### src/verilog/rstso_defines.vh
`ifndef RSTSO_DEFINES_VH
`define RSTSO_DEFINES_VH

// ----------------------------------------------------------------
// Register indices on the register select port
// ----------------------------------------------------------------
`define RSTSO_IDX_CAUSE		2'h0
`define RSTSO_IDX_FORCE		2'h1
`define RSTSO_IDX_OPT1		2'h2

// ----------------------------------------------------------------
// Reset cause flag positions
// ----------------------------------------------------------------
`define RSTSO_F_POR		7
`define RSTSO_F_PIN		6
`define RSTSO_F_WDOG		5
`define RSTSO_F_ILLEGAL_OPCODE_FLAG		4
`define RSTSO_F_ILLEGAL_ADDRESS_FLAG		3
`define RSTSO_F_LVD		1
`define RSTSO_CAUSE_POR		8'h82

// ----------------------------------------------------------------
// System options one fields
// ----------------------------------------------------------------
`define RSTSO_O_TSEL_HI		7
`define RSTSO_O_TSEL_LO		6
`define RSTSO_O_STOP		5
`define RSTSO_O_RSVD		4
`define RSTSO_O_I2C		2
`define RSTSO_OPT1_MASK		8'hF4
`define RSTSO_OPT1_RST		8'hC0
`define RSTSO_FORCE_BIT		0
`define RSTSO_READ_ZERO		8'h00

// ----------------------------------------------------------------
// Watchdog service values and periods
// ----------------------------------------------------------------
`define RSTSO_WD_KEY1		8'h55
`define RSTSO_WD_KEY2		8'hAA
`define RSTSO_WD_TICK1		19'h00020
`define RSTSO_WD_TICK2		19'h00100
`define RSTSO_WD_TICK3		19'h00400
`define RSTSO_WD_BUS1		19'h02000
`define RSTSO_WD_BUS2		19'h10000
`define RSTSO_WD_BUS3		19'h40000

// ----------------------------------------------------------------
// Reset hold timing
// ----------------------------------------------------------------
`define RSTSO_CLK_MHZ		200
`define RSTSO_HOLD_NS		100
`define RSTSO_HOLD_CYC		((`RSTSO_HOLD_NS * `RSTSO_CLK_MHZ + 999) / 1000)
`define RSTSO_SYNC_INIT		6'h3D

`endif

### src/verilog/rstso_wdog.v
`timescale 1ns/100ps
`include "rstso_defines.vh"

module rstso_wdog #(
	parameter [18:0]	BUS_LEN1 = `RSTSO_WD_BUS1,
	parameter [18:0]	BUS_LEN2 = `RSTSO_WD_BUS2,
	parameter [18:0]	BUS_LEN3 = `RSTSO_WD_BUS3
) (
	input  wire		clk_sys_i,
	input  wire		reset_n_i,
	input  wire		ce_i,
	input  wire		clear_i,
	input  wire		tick_i,
	input  wire		clk_sel_i,
	input  wire		window_i,
	input  wire [1:0]	tsel_i,
	input  wire		wr_i,
	input  wire [7:0]	wdata_i,
	output reg		trip_o
);

	reg  [18:0]	cnt_ff;
	reg		armed_ff;
	reg  [18:0]	period;

	always @* begin
		case ({clk_sel_i, tsel_i})
		3'h1:	period = `RSTSO_WD_TICK1;
		3'h2:	period = `RSTSO_WD_TICK2;
		3'h3:	period = `RSTSO_WD_TICK3;
		3'h5:	period = BUS_LEN1;
		3'h6:	period = BUS_LEN2;
		3'h7:	period = BUS_LEN3;
		default:	period = 19'h00000;
		endcase
	end

	wire		enabled = |tsel_i;
	wire [18:0]	win_lim = period - (period >> 2);
	wire		key1 = (wdata_i == `RSTSO_WD_KEY1);
	wire		key2 = (wdata_i == `RSTSO_WD_KEY2);
	// Window only exists on the bus clock source
	wire		early = wr_i & window_i & clk_sel_i & (cnt_ff < win_lim);
	wire		bad = wr_i & ~key1 & ~key2;
	wire		service = wr_i & key2 & armed_ff;
	wire		adv = clk_sel_i | tick_i;

	always @(posedge clk_sys_i or negedge reset_n_i) begin
		if (!reset_n_i) begin
			cnt_ff <= 19'h00000;
			armed_ff <= 1'b0;
			trip_o <= 1'b0;
		end else if (ce_i) begin
			if (clear_i) begin
				cnt_ff <= 19'h00000;
				armed_ff <= 1'b0;
				trip_o <= 1'b0;
			end else begin
				trip_o <= 1'b0;
				if (wr_i)
					armed_ff <= key1;
				if (enabled) begin
					if (bad | early) begin
						trip_o <= 1'b1;
					end else if (service) begin
						cnt_ff <= 19'h00000;
					end else if (adv) begin
						if (cnt_ff == period - 19'h00001) begin
							trip_o <= 1'b1;
							cnt_ff <= 19'h00000;
						end else begin
							cnt_ff <= cnt_ff + 19'h00001;
						end
					end
				end
			end
		end
	end

endmodule

### src/verilog/rstso_top.v
`timescale 1ns/100ps
`include "rstso_defines.vh"

module rstso_top #(
	parameter [18:0]	WD_BUS_LEN1 = `RSTSO_WD_BUS1,
	parameter [18:0]	WD_BUS_LEN2 = `RSTSO_WD_BUS2,
	parameter [18:0]	WD_BUS_LEN3 = `RSTSO_WD_BUS3
) (
	input  wire		clk_sys_i,
	input  wire		reset_n_i,
	input  wire		ce_i,
	input  wire [1:0]	reg_sel_i,
	input  wire		reg_wr_i,
	input  wire		reg_rd_i,
	input  wire [7:0]	reg_wdata_i,
	output reg  [7:0]	reg_rdata_o,
	input  wire		bdm_wr_i,
	input  wire [1:0]	bdm_sel_i,
	input  wire [7:0]	bdm_wdata_i,
	input  wire		pin_reset_n_i,
	input  wire		lvd_trip_i,
	input  wire		low_voltage_reset_enable_i,
	input  wire		illegal_opcode_i,
	input  wire		illegal_address_i,
	input  wire		stop_exec_i,
	input  wire		background_instruction_exec_i,
	input  wire		background_mode_enable_i,
	input  wire		watchdog_clock_select_i,
	input  wire		watchdog_window_i,
	input  wire		wdog_tick_i,
	input  wire		i2c_sda_drv_i,
	input  wire		i2c_sda_oe_i,
	input  wire		i2c_scl_drv_i,
	input  wire		i2c_scl_oe_i,
	input  wire		pta2_i,
	input  wire		pta3_i,
	input  wire		ptb6_i,
	input  wire		ptb7_i,
	output reg		mcu_reset_o,
	output reg		stop_permission_o,
	output reg  [1:0]	watchdog_timeout_select_o,
	output reg		i2c_location_select_o,
	output reg		i2c_sda_in_o,
	output reg		i2c_scl_in_o,
	output reg		pta2_o,
	output reg		pta2_oe_o,
	output reg		pta3_o,
	output reg		pta3_oe_o,
	output reg		ptb6_o,
	output reg		ptb6_oe_o,
	output reg		ptb7_o,
	output reg		ptb7_oe_o
);

	// ----------------------------------------------------------------
	// Constants
	// ----------------------------------------------------------------
	localparam		ST_RUN = 1'b0;
	localparam		ST_HOLD = 1'b1;
	localparam [31:0]	HOLD_CYC_W = `RSTSO_HOLD_CYC;
	localparam [7:0]	HOLD_CYC = HOLD_CYC_W[7:0];
	localparam [5:0]	SYNC_INIT = `RSTSO_SYNC_INIT;

	// ----------------------------------------------------------------
	// Pin synchronisers
	// ----------------------------------------------------------------
	// A change counts only once stages two and three agree, so a
	// single-cycle glitch past the first stage is filtered out.
	wire [5:0]	async_in;
	wire [5:0]	pin_f;

	assign async_in = {ptb7_i, ptb6_i, pta3_i, pta2_i, lvd_trip_i, pin_reset_n_i};

	genvar g;
	generate
		for (g = 0; g < 6; g = g + 1) begin : g_sync
			reg	s1_ff;
			reg	s2_ff;
			reg	s3_ff;
			reg	flt_ff;

			always @(posedge clk_sys_i or negedge reset_n_i) begin
				if (!reset_n_i) begin
					s1_ff <= SYNC_INIT[g];
					s2_ff <= SYNC_INIT[g];
					s3_ff <= SYNC_INIT[g];
					flt_ff <= SYNC_INIT[g];
				end else if (ce_i) begin
					s1_ff <= async_in[g];
					s2_ff <= s1_ff;
					s3_ff <= s2_ff;
					if (s2_ff == s3_ff)
						flt_ff <= s3_ff;
				end
			end

			assign pin_f[g] = flt_ff;
		end
	endgenerate

	wire		pin_low = ~pin_f[0];
	wire		lvd_low = pin_f[1];
	wire		pta2_f = pin_f[2];
	wire		pta3_f = pin_f[3];
	wire		ptb6_f = pin_f[4];
	wire		ptb7_f = pin_f[5];

	// ----------------------------------------------------------------
	// State
	// ----------------------------------------------------------------
	reg		state_ff;
	reg  [7:0]	hold_cnt_ff;
	reg  [7:0]	cause_ff;
	reg  [7:0]	opt1_ff;
	reg		opt1_lock_ff;
	wire		wdog_trip;

	wire		in_run = (state_ff == ST_RUN);
	wire		sel_cause = (reg_sel_i == `RSTSO_IDX_CAUSE);
	wire		sel_force = (reg_sel_i == `RSTSO_IDX_FORCE);
	wire		sel_opt1 = (reg_sel_i == `RSTSO_IDX_OPT1);

	// ----------------------------------------------------------------
	// Reset sources
	// ----------------------------------------------------------------
	wire		stop_perm = opt1_ff[`RSTSO_O_STOP];
	wire		src_pin = pin_low;
	wire		src_lvr = lvd_low & low_voltage_reset_enable_i;
	wire		src_wdog = wdog_trip;
	wire		src_illegal_opcode_flag = illegal_opcode_i
				| (stop_exec_i & ~stop_perm)
				| (background_instruction_exec_i & ~background_mode_enable_i);
	wire		src_illegal_address_flag = illegal_address_i;
	// Only the background port reaches the force bit
	wire		src_dbg = bdm_wr_i & (bdm_sel_i == `RSTSO_IDX_FORCE)
				& bdm_wdata_i[`RSTSO_FORCE_BIT];
	wire		any_src = src_pin | src_lvr | src_wdog | src_illegal_opcode_flag
				| src_illegal_address_flag | src_dbg;

	// ----------------------------------------------------------------
	// Reset cause capture
	// ----------------------------------------------------------------
	reg  [7:0]	nxt_cause;

	always @* begin
		nxt_cause = 8'h00;
		// Power-on flag survives only a low-voltage reset
		nxt_cause[`RSTSO_F_POR] = src_lvr & cause_ff[`RSTSO_F_POR];
		nxt_cause[`RSTSO_F_PIN] = src_pin;
		nxt_cause[`RSTSO_F_WDOG] = src_wdog;
		nxt_cause[`RSTSO_F_ILLEGAL_OPCODE_FLAG] = src_illegal_opcode_flag;
		nxt_cause[`RSTSO_F_ILLEGAL_ADDRESS_FLAG] = src_illegal_address_flag;
		nxt_cause[`RSTSO_F_LVD] = src_lvr;
		if (src_dbg)
			nxt_cause = 8'h00;
	end

	// Flags move only on reset entry, never on a register write
	always @(posedge clk_sys_i or negedge reset_n_i) begin
		if (!reset_n_i) begin
			cause_ff <= `RSTSO_CAUSE_POR;
		end else if (ce_i) begin
			if (in_run && any_src)
				cause_ff <= nxt_cause & 8'hFA;
		end
	end

	// ----------------------------------------------------------------
	// Reset sequencer
	// ----------------------------------------------------------------
	// Hold time is a floor; an active pin or enabled low-voltage
	// condition keeps the controller in reset past it.
	reg		nxt_state;
	reg  [7:0]	nxt_hold_cnt;

	always @* begin
		nxt_state = state_ff;
		nxt_hold_cnt = hold_cnt_ff;
		case (state_ff)
		ST_RUN: begin
			if (any_src) begin
				nxt_state = ST_HOLD;
				nxt_hold_cnt = 8'h00;
			end
		end
		ST_HOLD: begin
			if (hold_cnt_ff != HOLD_CYC)
				nxt_hold_cnt = hold_cnt_ff + 8'h01;
			else if (!pin_low && !src_lvr)
				nxt_state = ST_RUN;
		end
		default: begin
			nxt_state = ST_HOLD;
			nxt_hold_cnt = 8'h00;
		end
		endcase
	end

	always @(posedge clk_sys_i or negedge reset_n_i) begin
		if (!reset_n_i) begin
			state_ff <= ST_HOLD;
			hold_cnt_ff <= 8'h00;
			mcu_reset_o <= 1'b1;
		end else if (ce_i) begin
			state_ff <= nxt_state;
			hold_cnt_ff <= nxt_hold_cnt;
			mcu_reset_o <= (nxt_state == ST_HOLD);
		end
	end

	// ----------------------------------------------------------------
	// System options one, write once
	// ----------------------------------------------------------------
	// Lock clears with every controller reset, so each reset allows
	// exactly one configuring write.
	wire		opt1_wr = in_run & reg_wr_i & sel_opt1;

	always @(posedge clk_sys_i or negedge reset_n_i) begin
		if (!reset_n_i) begin
			opt1_ff <= `RSTSO_OPT1_RST;
			opt1_lock_ff <= 1'b0;
		end else if (ce_i) begin
			if (!in_run) begin
				opt1_ff <= `RSTSO_OPT1_RST;
				opt1_lock_ff <= 1'b0;
			end else if (opt1_wr && !opt1_lock_ff) begin
				opt1_ff <= reg_wdata_i & `RSTSO_OPT1_MASK;
				opt1_lock_ff <= 1'b1;
			end
		end
	end

	// Reserved bit 4 is kept for read-back only
	wire [1:0]	wd_tsel = opt1_ff[`RSTSO_O_TSEL_HI:`RSTSO_O_TSEL_LO];
	wire		i2c_alt = opt1_ff[`RSTSO_O_I2C];

	// ----------------------------------------------------------------
	// Watchdog
	// ----------------------------------------------------------------
	wire		cause_wr = in_run & reg_wr_i & sel_cause;

	rstso_wdog #(
		.BUS_LEN1	(WD_BUS_LEN1),
		.BUS_LEN2	(WD_BUS_LEN2),
		.BUS_LEN3	(WD_BUS_LEN3)
	) u_wdog (
		.clk_sys_i	(clk_sys_i),
		.reset_n_i	(reset_n_i),
		.ce_i		(ce_i),
		.clear_i	(~in_run),
		.tick_i		(wdog_tick_i),
		.clk_sel_i	(watchdog_clock_select_i),
		.window_i	(watchdog_window_i),
		.tsel_i		(wd_tsel),
		.wr_i		(cause_wr),
		.wdata_i	(reg_wdata_i),
		.trip_o		(wdog_trip)
	);

	// ----------------------------------------------------------------
	// Register read port
	// ----------------------------------------------------------------
	always @(posedge clk_sys_i or negedge reset_n_i) begin
		if (!reset_n_i) begin
			reg_rdata_o <= `RSTSO_READ_ZERO;
		end else if (ce_i) begin
			if (reg_rd_i) begin
				if (sel_cause)
					reg_rdata_o <= cause_ff & 8'hFA;
				else if (sel_force)
					reg_rdata_o <= `RSTSO_READ_ZERO;
				else if (sel_opt1)
					reg_rdata_o <= opt1_ff;
				else
					reg_rdata_o <= `RSTSO_READ_ZERO;
			end
		end
	end

	// ----------------------------------------------------------------
	// Control outputs
	// ----------------------------------------------------------------
	always @(posedge clk_sys_i or negedge reset_n_i) begin
		if (!reset_n_i) begin
			stop_permission_o <= 1'b0;
			watchdog_timeout_select_o <= 2'h3;
			i2c_location_select_o <= 1'b0;
		end else if (ce_i) begin
			stop_permission_o <= stop_perm;
			watchdog_timeout_select_o <= wd_tsel;
			i2c_location_select_o <= i2c_alt;
		end
	end

	// ----------------------------------------------------------------
	// I2C pin routing
	// ----------------------------------------------------------------
	// Registered routing adds one cycle each way; harmless against
	// I2C bit rates but the unused pair is released at once.
	always @(posedge clk_sys_i or negedge reset_n_i) begin
		if (!reset_n_i) begin
			pta2_o <= 1'b0;
			pta2_oe_o <= 1'b0;
			pta3_o <= 1'b0;
			pta3_oe_o <= 1'b0;
			ptb6_o <= 1'b0;
			ptb6_oe_o <= 1'b0;
			ptb7_o <= 1'b0;
			ptb7_oe_o <= 1'b0;
			i2c_sda_in_o <= 1'b1;
			i2c_scl_in_o <= 1'b1;
		end else if (ce_i) begin
			if (i2c_alt) begin
				pta2_o <= 1'b0;
				pta2_oe_o <= 1'b0;
				pta3_o <= 1'b0;
				pta3_oe_o <= 1'b0;
				ptb6_o <= i2c_sda_drv_i;
				ptb6_oe_o <= i2c_sda_oe_i & in_run;
				ptb7_o <= i2c_scl_drv_i;
				ptb7_oe_o <= i2c_scl_oe_i & in_run;
				i2c_sda_in_o <= ptb6_f;
				i2c_scl_in_o <= ptb7_f;
			end else begin
				pta2_o <= i2c_sda_drv_i;
				pta2_oe_o <= i2c_sda_oe_i & in_run;
				pta3_o <= i2c_scl_drv_i;
				pta3_oe_o <= i2c_scl_oe_i & in_run;
				ptb6_o <= 1'b0;
				ptb6_oe_o <= 1'b0;
				ptb7_o <= 1'b0;
				ptb7_oe_o <= 1'b0;
				i2c_sda_in_o <= pta2_f;
				i2c_scl_in_o <= pta3_f;
			end
		end
	end

endmodule

### config.mk
export PLATFORM = sky130hd
export DESIGN_NAME = rstso_top
export DESIGN_NICKNAME = d
export VERILOG_FILES = /design/src/verilog/rstso_wdog.v /design/src/verilog/rstso_top.v
export VERILOG_INCLUDE_DIRS = /design/src /design/src/verilog
export SDC_FILE = /design/constraint.sdc
export NUM_CORES = 1
export LEC_CHECK = 0
export BUFFER_PORTS_ARGS = -buffer_cell sky130_fd_sc_hd__buf_4
export CAP_MARGIN = 20
export CORE_MARGIN = 4
export CORE_UTILIZATION = 58
export DETAILED_ROUTE_END_ITERATION = 10
export PLACE_DENSITY = 0.85
export SLEW_MARGIN = 20
export SYNTH_ARGS = -nofsm -noshare
export SYNTH_HDL_FRONTEND = slang
export SYNTH_HIERARCHICAL = 1
export SYNTH_SLANG_ARGS = --single-unit
### constraint.sdc
create_clock -name clk_sys_i -period 9.8 [get_ports clk_sys_i]
set_clock_uncertainty 0.15 [all_clocks]
set_input_delay 0.49 -clock clk_sys_i [delete_from_list [all_inputs] [get_ports clk_sys_i]]
set_output_delay 0.49 -clock clk_sys_i [all_outputs]
set_load 0.02 [all_outputs]
Word-level counts from Yosys, hierarchy flattened
Cells that the tools add are included.
- register bits after elaboration: 91
- input bits: 45
- output and inout bits: 23
- logic and storage cells: 169
- add/sub/neg operators: 4
- $lt $le $gt $ge: 1
- eq/ne operators: 22
- multiplexer cells: 40
- bitwise logic cells: 33
- reductions and logical operators: 23
- operators with widths (operator ; count):
    2-to-1 mux 19 bit ; 6
    case mux 19 bit (6 select lines) ; 1
    2-to-1 mux 8 bit ; 8
    2-to-1 mux 1 bit ; 23
    AND reduction 2 bit ; 10
    adder 19 x 1 -> 19 bit, second input constant ; 1
    equality test 19 bit ; 1
    less-than comparator 19 bit ; 1
    subtractor 19 x 1 -> 19 bit, second input constant ; 1
    subtractor 19 x 17 -> 19 bit ; 1
    AND 1 bit ; 18
    case mux 8 bit (2 select lines) ; 1
    equality test 3 bit, second input constant ; 3
    OR 1 bit ; 9
    adder 8 x 1 -> 8 bit, second input constant ; 1
    equality test 8 x 7 -> 1 bit, second input constant ; 1
    equality test 8 bit, second input constant ; 1
    != test 8 x 5 -> 1 bit, second input constant ; 1
    equality test 1 bit ; 6
    equality test 3 x 2 -> 1 bit, second input constant ; 2
    NOT 1 bit ; 6
    nonzero test 2 bit ; 3
    equality test 2 x 1 -> 1 bit, second input constant ; 2
    != test 2 x 1 -> 1 bit, second input constant ; 2
    11 further kinds ; 14

Longest topological paths before layout
Gate-level depths: netlist of the first run.
- word-level depth: 10
- mapped depth: 20
- gate-level depth less buffers: 16

Hierarchy
Netlist of the first run, hierarchy kept.
- by module, submodules not included (module ; times used ; cells an instance ; area each (um^2) ; seq. area each (um^2)):
    rstso_top ; 1 ; 250 ; 2889.0 ; 1687.9
    rstso_wdog ; 1 ; 258 ; 2118.3 ; 525.5

Worst setup path after synthesis of the first run
Ideal clock, no wire load.
- path type: reg-to-reg
- start: register opt1_ff[7]
- end: register u_wdog.cnt_ff[10]
- setup time: 0.104 ns
- data arrival time: 3.528 ns
- required time: 9.546 ns
- setup slack: 6.019 ns
- stages on the path, launching flop included: 19
- buffers on the path: 2
- period minus slack after synthesis: 3.781 ns
- cells stage by stage: dfstp_2 -> clkbuf_1 -> nor2b_1 -> nand2b_1 -> ha_1 -> inv_1 -> o21ai_0 -> nand2_1 -> o21ai_0 -> a32oi_1 -> xnor2_1 -> ha_1 -> nand2_1 -> nor4_2 -> a22oi_2 -> a211oi_2 -> nand2_2 -> buf_6 -> o311ai_1
- cells in the longest elaborated chain, start to end: 10
- elaborated cells on any way between the ends: 23
- classes of those cells: 2 x add/sub; 1 x order compare; 8 x eq/ne; 7 x mux; 2 x bitwise; 3 x reduce/logical
- RTL lines (item ; line ; RTL):
    start, declared ; rstso_top.v:114 ; reg [7:0] opt1_ff;
    start signal, assigned ; rstso_top.v:220 ; opt1_ff <= `RSTSO_OPT1_RST;
    start signal, assigned ; rstso_top.v:224 ; opt1_ff <= `RSTSO_OPT1_RST;
    start signal, assigned ; rstso_top.v:227 ; opt1_ff <= reg_wdata_i & `RSTSO_OPT1_MASK;
    parallel branches: the longest is 10 deep, another holds subtractor 19 x 17 -> 19 bit ; - ;
    end signal, assigned ; rstso_wdog.v:72 ; cnt_ff <= cnt_ff + 19'h00001;
    end, declared ; rstso_wdog.v:22 ; reg [18:0] cnt_ff;
Parallel ways; which one is timed is not known. The select of a mux whose other input is x is not followed.
A chain may end at the register's enable or synchronous reset.

Worst setup path in the final report of the first run
- start: register opt1_ff[7]
- end: register u_wdog.cnt_ff[6]
Same word-level chain as after synthesis.

==> results of run 1 <==
-- kinds of logic (layout without fill, tap and decap cells) --
group	count (synthesis)	after routing	share of synthesized area
compound gates	133	133	0.1784
xor+xnor	3	3	0.005248
fa+ha+maj	19	19	0.04748
buf+inv	50	98	0.05147
flops	87	87	0.4420
mux	29	29	0.06347
other cells	1	1	0.0007489
simple gates	186	186	0.2111
-- power by group --
part           internal, mW  total (mW)  switching, mW
Sequential            0.422       0.474         0.0516
Clock                 0.124       0.264          0.140
Combinational        0.0838       0.187          0.103
Total                 0.629       0.925          0.295
-- cells in the mapped netlist, types with 3 or more instances --
| master | instances |
|---|---|
| and3_1 | 9 |
| buf_6 | 7 |
| inv_1 | 22 |
| nand3b_1 | 6 |
| a21oi_1 | 21 |
| xnor2_1 | 3 |
| nor2b_1 | 5 |
| mux2i_1 | 7 |
| nand3_1 | 32 |
| a211o_1 | 4 |
| mux2_2 | 21 |
| nand4_1 | 18 |
| buf_2 | 8 |
| or3_1 | 4 |
| nor4bb_1 | 5 |
| dfrtp_1 | 58 |
| o22a_1 | 4 |
| o21a_1 | 3 |
| o21ai_1 | 18 |
| and2_1 | 3 |
| a31oi_1 | 4 |
| a22o_1 | 4 |
| nor3_1 | 5 |
| ha_1 | 19 |
| dfstp_2 | 29 |
| or2_2 | 4 |
| nand2b_1 | 15 |
| clkbuf_1 | 9 |
| o21ai_0 | 33 |
| nor2_1 | 18 |
| nand2_1 | 41 |
| o311ai_1 | 12 |
| o22ai_1 | 5 |
-- registers in the layout, summed over array words and instances, names as in the netlist, 2 cells and up --
| name | cells |
|---|---|
| hold_cnt_ff | 8 |
| reg_rdata_o | 7 |
| g_sync.s1_ff | 6 |
| g_sync.s2_ff | 6 |
| opt1_ff | 5 |
| u_wdog/cnt_ff | 19 |
| watchdog_timeout_select_o | 2 |
| g_sync.s3_ff | 6 |
| g_sync.flt_ff | 6 |
| cause_ff | 6 |
-- per-layer routing --
metal | routed length (um) | vias to the layer above | share of wire
met1 | 4988 | 2034 | 0.43
met4 | 266 | 0 | 0.023
met3 | 601 | 24 | 0.052
li1 | - | 1980 | -
met5 | 0 | - | 0
met2 | 5650 | 134 | 0.49
-- stage by stage --
stage	std cells	hold slack (ns)	util	setup WS, ns	power [mW]
after global placement	645	0.2989	0.6519	5.587	0.6513
after global routing	661	0.05688	0.6787	5.032	0.9806
after CTS	661	0.1844	0.6783	5.393	0.9309
final	661	0.009586	0.6787	5.359	0.9246
after detailed placement	645	0.3072	0.6526	5.413	0.6666
after floorplan	508	0.04441	-	6.019	0.5960
-- worst max path at each step --
stage / end / slack (ns) / depth (start not counted)
finish: u_wdog/cnt_ff[6]$_DFFE_PN0P_ / 5.36 / 16
global route: u_wdog/cnt_ff[6]$_DFFE_PN0P_ / 5.03 / 16
CTS: u_wdog/cnt_ff[5]$_DFFE_PN0P_ / 5.39 / 16
detailed placement: u_wdog/cnt_ff[5]$_DFFE_PN0P_ / 5.41 / 16
global placement: u_wdog/cnt_ff[6]$_DFFE_PN0P_ / 5.59 / 16
floorplan: u_wdog/cnt_ff[10]$_DFFE_PN0P_ / 6.02 / 18
-- layout make-up --
| class | count | area [um^2] | share of cell area |
|---|---|---|---|
| inverters | 23 | 86.33 | 0.01533 |
| flip-flops and latches | 87 | 2213 | 0.3929 |
| clock inverters | 7 | 88.84 | 0.01577 |
| multi-input cells | 371 | 2542 | 0.4514 |
| clock buffers | 9 | 123.9 | 0.02199 |
| repair buffers | 59 | 446.7 | 0.07930 |
| well taps | 105 | 131.4 | 0.02332 |
-- worst max-delay path, cell delays in order, from the launching register on --
cell,delay [ns]
dfstp_2,0.78
nor2b_1,0.21
nand2b_1,0.19
ha_1,0.37
inv_1,0.05
o21ai_0,0.06
nand2_1,0.08
o21ai_0,0.08
a32oi_1,0.26
xnor2_1,0.11
ha_1,0.30
nand2_1,0.09
nor4_2,0.30
a22oi_2,0.12
a211oi_2,0.45
nand2_2,0.28
o311ai_0,0.40
==> out/qor.csv, run 1 <==
metric,value,unit
status,completed,
reg2regPathDepth,16,
layout-drive-gt1-share,0.2572,
period_share,0.4531,
drt_iter0_markers,236,
globalRouteOverflowTotal,0,
grt_usage,0.2393,
cts_htree_levels,3,
critPathKind,register to register,
crit_fanout,21,
synth_warnings,6,
cts.sinks,87,
most-common-layout-cells,"58 x dfrtp_1, 58 x buf_4, 41 x nand2_1, 33 x o21ai_0, 32 x nand3_1",
synth_edf_count,0,
max_slew_margin,0.3135,
setup_viol,0,
drc,0,
use_met1,0.3148,
numCtsBuffers,9,
synth.distinct_cells,72,
clock.fmax,225.2,MHz
num-nets-final,615,
vdd_drop_max,93.49,uV
clk_root_buffer_cell,clkbuf_8,
post-route-min-period,4.441,ns
rows,33,
dpl_cell_area,5416,um^2
grt_start_max_net_pins,88,
post_drt_wl_per_cell,17.41,um
path_clk_slew,0.09,ns
startpoint,opt1_ff[7]$_DFFE_PN1P_,
final.fill_count,623,
hp-class,input pin to async pin,
cts_buffer_depth,2,
initial_core_util,0.6033,
critPathArrivalTime,4.54,ns
p_per_area,164.1,nW/um^2
required,9.90,ns
io_buffers,59,
cts_tree,built,
ys_ff_latch,87,
maxCapViolCount,0,
grt_antenna_before_repair,0,
place.gp.congestion,0.8856,
holdBufCountCts,0,
syn-instance-count,508,
post_cts_buffers,0,
grt_pass1_vias,4173,
vias,4172,
die_area,10180,um^2
syn_area_per_cell,9.857,um^2
place_hpwl,8260,um
grt_use_met2,0.3843,
cts-resized-gates,0,
area_growth,12.49,%
grt_pass1_wl,19610,um
synth_flop_cell,dfrtp_1,
endpoint_kind,register,
fin_tns_setup,0,ns
finalHoldViolCount,0,
syn_nets,572,
antenna_cells,0,
ant_nets,0,
clock_latency,0.36,ns
die_h,100.9,um
r2r-start,opt1_ff[7]$_DFFE_PN1P_,
synth_top_area_share,0.2899,
async_reset_ff_frac,1.000,
fp.dieW,100.9,um
synth_top_area_cell,dfrtp_1,
wirelength,11510,um
rsz0062_at_grt,false,
synth_area_leaders,"dfrtp_1 29%, dfstp_2 15%, ha_1 4.7%, mux2_2 4.7%, o21ai_0 3.3%",
cp-start-kind,register,
top_usage_layer,met2,
reg2reg_to,u_wdog/cnt_ff[6]$_DFFE_PN0P_,
num_io_pins,68,
syn_area,5007,um^2
met3_usage,0.05398,
detail_route.first_pass.iterations,4,
core-area,8299,um^2
reg2reg_slack,5.36,ns
power.static_leakage,2.428,nW
design_area,5633,um^2
report.final.slew_viol_count,0,
yosysSeqAreaShare,0.4420,
worstMarginPinSlew,1.030,ns
avgViaCountPerCell,6.312,
Power figures use the tool's default switching activity.
==> run 2: changes to the inputs <==
- CORE_UTILIZATION: 58 -> 52
- PLACE_DENSITY: 0.85 -> 0.81
- clock period: 9.8 -> 3.95 ns (I/O delays scaled with it)
==> out/qor.csv, run 2 (same netlist as run 1, synthesis figures left out) <==
metric,value,unit,change
layout_commonest_cell,buf_4,,
post-route-min-period,3.785,ns,was 4.441 ns
place.gp.congestion,0.8656,,was 0.8856
top_register,u_wdog/cnt_ff,,unchanged
period_share,0.9583,,was 0.4531
design_area,5989,um^2,was 5633 um^2
drt_iter0_markers,299,,was 236
report.final.slew_viol_count,0,,unchanged
num_io_pins,68,,unchanged
initial_core_util,0.5368,,was 0.6033
post_drt_wl_per_cell,16.82,um,was 17.41 um
grt_pass1_vias,4246,,"was 4,173"
avgViaCountPerCell,6.014,,was 6.312
power.static_leakage,2.564,nW,was 2.428 nW
grt_start_max_net_pins,65,,was 88
critPathKind,register to register,,unchanged
setup_viol,0,,unchanged
fp.dieW,106.1,um,was 100.9 um
utilization,0.6421,,was 0.6787
grt_usage,0.2175,,was 0.2393
globalRouteOverflowTotal,0,,unchanged
numCtsBuffers,9,,unchanged
grt_antenna_before_repair,0,,unchanged
cts_tree,built,,unchanged
cts.sinks,87,,unchanged
vdd_drop_max,267.7,uV,was 93.49 uV
largest_register_ffs,19,,unchanged
area_growth,19.62,%,was 12.49%
max_slew_margin,0.4430,,was 0.3135
ant_nets,0,,unchanged
die_h,106.1,um,was 100.9 um
drc,0,,unchanged
pwr-share-clk,0.271,,was 0.285
finalHoldViolCount,0,,unchanged
maxCapViolCount,0,,unchanged
io_buffers,59,,unchanged
cp-start-kind,register,,unchanged
fin_ws,0.1648,ns,was 5.359 ns
status,completed,,unchanged
cts_buffer_depth,2,,unchanged
most-common-layout-cells,"70 x buf_4, 58 x dfrtp_1, 41 x nand2_1, 32 x o21ai_0, 32 x nand3_1",,"was 58 x dfrtp_1, 58 x buf_4, 41 x nand2_1, 33 x o21ai_0, 32 x nand3_1"
place_inst,678,,was 645
clock_latency,0.37,ns,was 0.36 ns
endpoint_kind,register,,unchanged
reg2regPathDepth,14,,was 16
internal_power,1.529,mW,was 0.6294 mW
pre_cts_ws,0.1433,ns,was 5.413 ns
die_area,11260,um^2,"was 10,180 um^2"
vias,4300,,"was 4,172"
num-nets-final,645,,was 615
worstMarginPinSlew,0.8355,ns,was 1.030 ns
top_regs,"u_wdog/cnt_ff: 19 flops, hold_cnt_ff: 8 flops, reg_rdata_o: 7 flops",,unchanged
wirelength,12030,um,"was 11,510 um"
p_per_area,383.9,nW/um^2,was 164.1 nW/um^2
core-area,9328,um^2,was 8299 um^2
power.switching,0.7705,mW,was 0.2952 mW
detail_route.first_pass.iterations,5,,was 4
layout-drive-gt1-share,0.2747,,was 0.2572
switching_share,0.3351,,was 0.3193
holdPathStages,3,,
critPathArrivalTime,3.91,ns,was 4.54 ns
seqPwrFrac,0.509,,was 0.512
required,4.07,ns,was 9.90 ns
rows,35,,was 33
clock.fmax,264.2,MHz,was 225.2 MHz
p_comb_frac,0.220,,was 0.202
grt_pass1_wl,20050,um,"was 19,610 um"
place_hpwl,8184,um,was 8260 um
dpl_cell_area,5508,um^2,was 5416 um^2
clk_root_buffer_cell,clkbuf_8,,unchanged
hp-class,input pin to register,,was input pin to async pin
cts_htree_levels,3,,unchanged
crit_fanout,17,,was 21
antenna_cells,0,,unchanged
layoutNonFillerInstCount,715,,was 661
path_clk_slew,0.10,ns,was 0.09 ns
run 2: cell count changes in the layout (fill, tap and decap cells not counted), sizes merged:
cell         delta
buf            +11
clkinv          +1
dlygate4sd3    +18
nand2           +1
bufinv          -1
run 2: metal layers:
| layer | wire [um] | GRT usage | up-vias |
|---|---|---|---|
| met3 | 625 | 0.04857 | 28 |
| met1 | 5140 | 0.2797 | 2094 |
| met2 | 6010 | 0.3633 | 137 |
| met5 | 0 | 0 | - |
| li1 | - | - | 2041 |
| met4 | 250 | 0.07216 | 0 |
run 2: what timing repair did:
| item | CTS | global route |
|---|---|---|
| endpoints found under the hold margin | 62 | 0 |
| endpoints found under the setup margin | 0 | 12 |
| setup buffers | 0 | 2 |
| gates resized for setup | 0 | 14 |
| hold buffers | 18 | 0 |
run 2: cell type report:
type / count / area, um^2
inverter: 23 / 86.33
clock buffer: 9 / 123.9
sequential: 87 / 2217
tap: 129 / 161.4
multi-input combinational: 372 / 2623
timing repair buffer: 88 / 705.7
clock inverter: 7 / 72.57
fill: 701 / 3338
run 2: worst paths after layout:
check / startpoint / to / slack (ns)
max: opt1_ff[7]$_DFFE_PN1P_ / u_wdog/cnt_ff[11]$_DFFE_PN0P_ / 0.16
min: illegal_opcode_i / cause_ff[4]$_DFFE_PN0P_ / 0.01
max reg2reg: opt1_ff[7]$_DFFE_PN1P_ / u_wdog/cnt_ff[11]$_DFFE_PN0P_ / 0.16
min reg2reg: cause_ff[7]$_DFFE_PN1P_ / cause_ff[7]$_DFFE_PN1P_ / 0.31
max in group asynchronous: reset_n_i / g_sync[4].s3_ff$_DFFE_PN1P_ / 2.49
min in group asynchronous: reset_n_i / u_wdog/cnt_ff[7]$_DFFE_PN0P_ / 0.27
run 2: metrics by stage:
step / power (mW) / TNS, ns / hold WS, ns
4_1_cts: 2.295 / 0 / 0.002959
6_report: 2.299 / 0 / 0.01197
5_1_grt: 2.429 / -0.09356 / 0.02306
2_1_floorplan: 1.479 / 0 / -0.2481
3_3_place_gp: 1.620 / 0 / 0.1497
3_5_place_dp: 1.659 / 0 / 0.1526
run 2: critical path, cell delays in order (launching register included):
cell and delay (ns):
dfstp_2 0.57, buf_4 0.22, nand2_1 0.15, or2_2 0.33
inv_1 0.07, ha_1 0.26, a21o_1 0.17, ha_1 0.31
nand2_1 0.12, nor4_4 0.29, a22oi_2 0.13, a211oi_4 0.33
buf_4 0.19, nand2_4 0.09, o311ai_2 0.31
run 2: power groups by stage:
stage	clock (mW)	sequential, mW	combinational, mW
6_report	0.623	1.17	0.507
5_1_grt	0.672	1.19	0.567
4_1_cts	0.635	1.17	0.491
3_5_place_dp	0	1.18	0.476
3_3_place_gp	0	1.17	0.447
2_1_floorplan	0	1.17	0.312
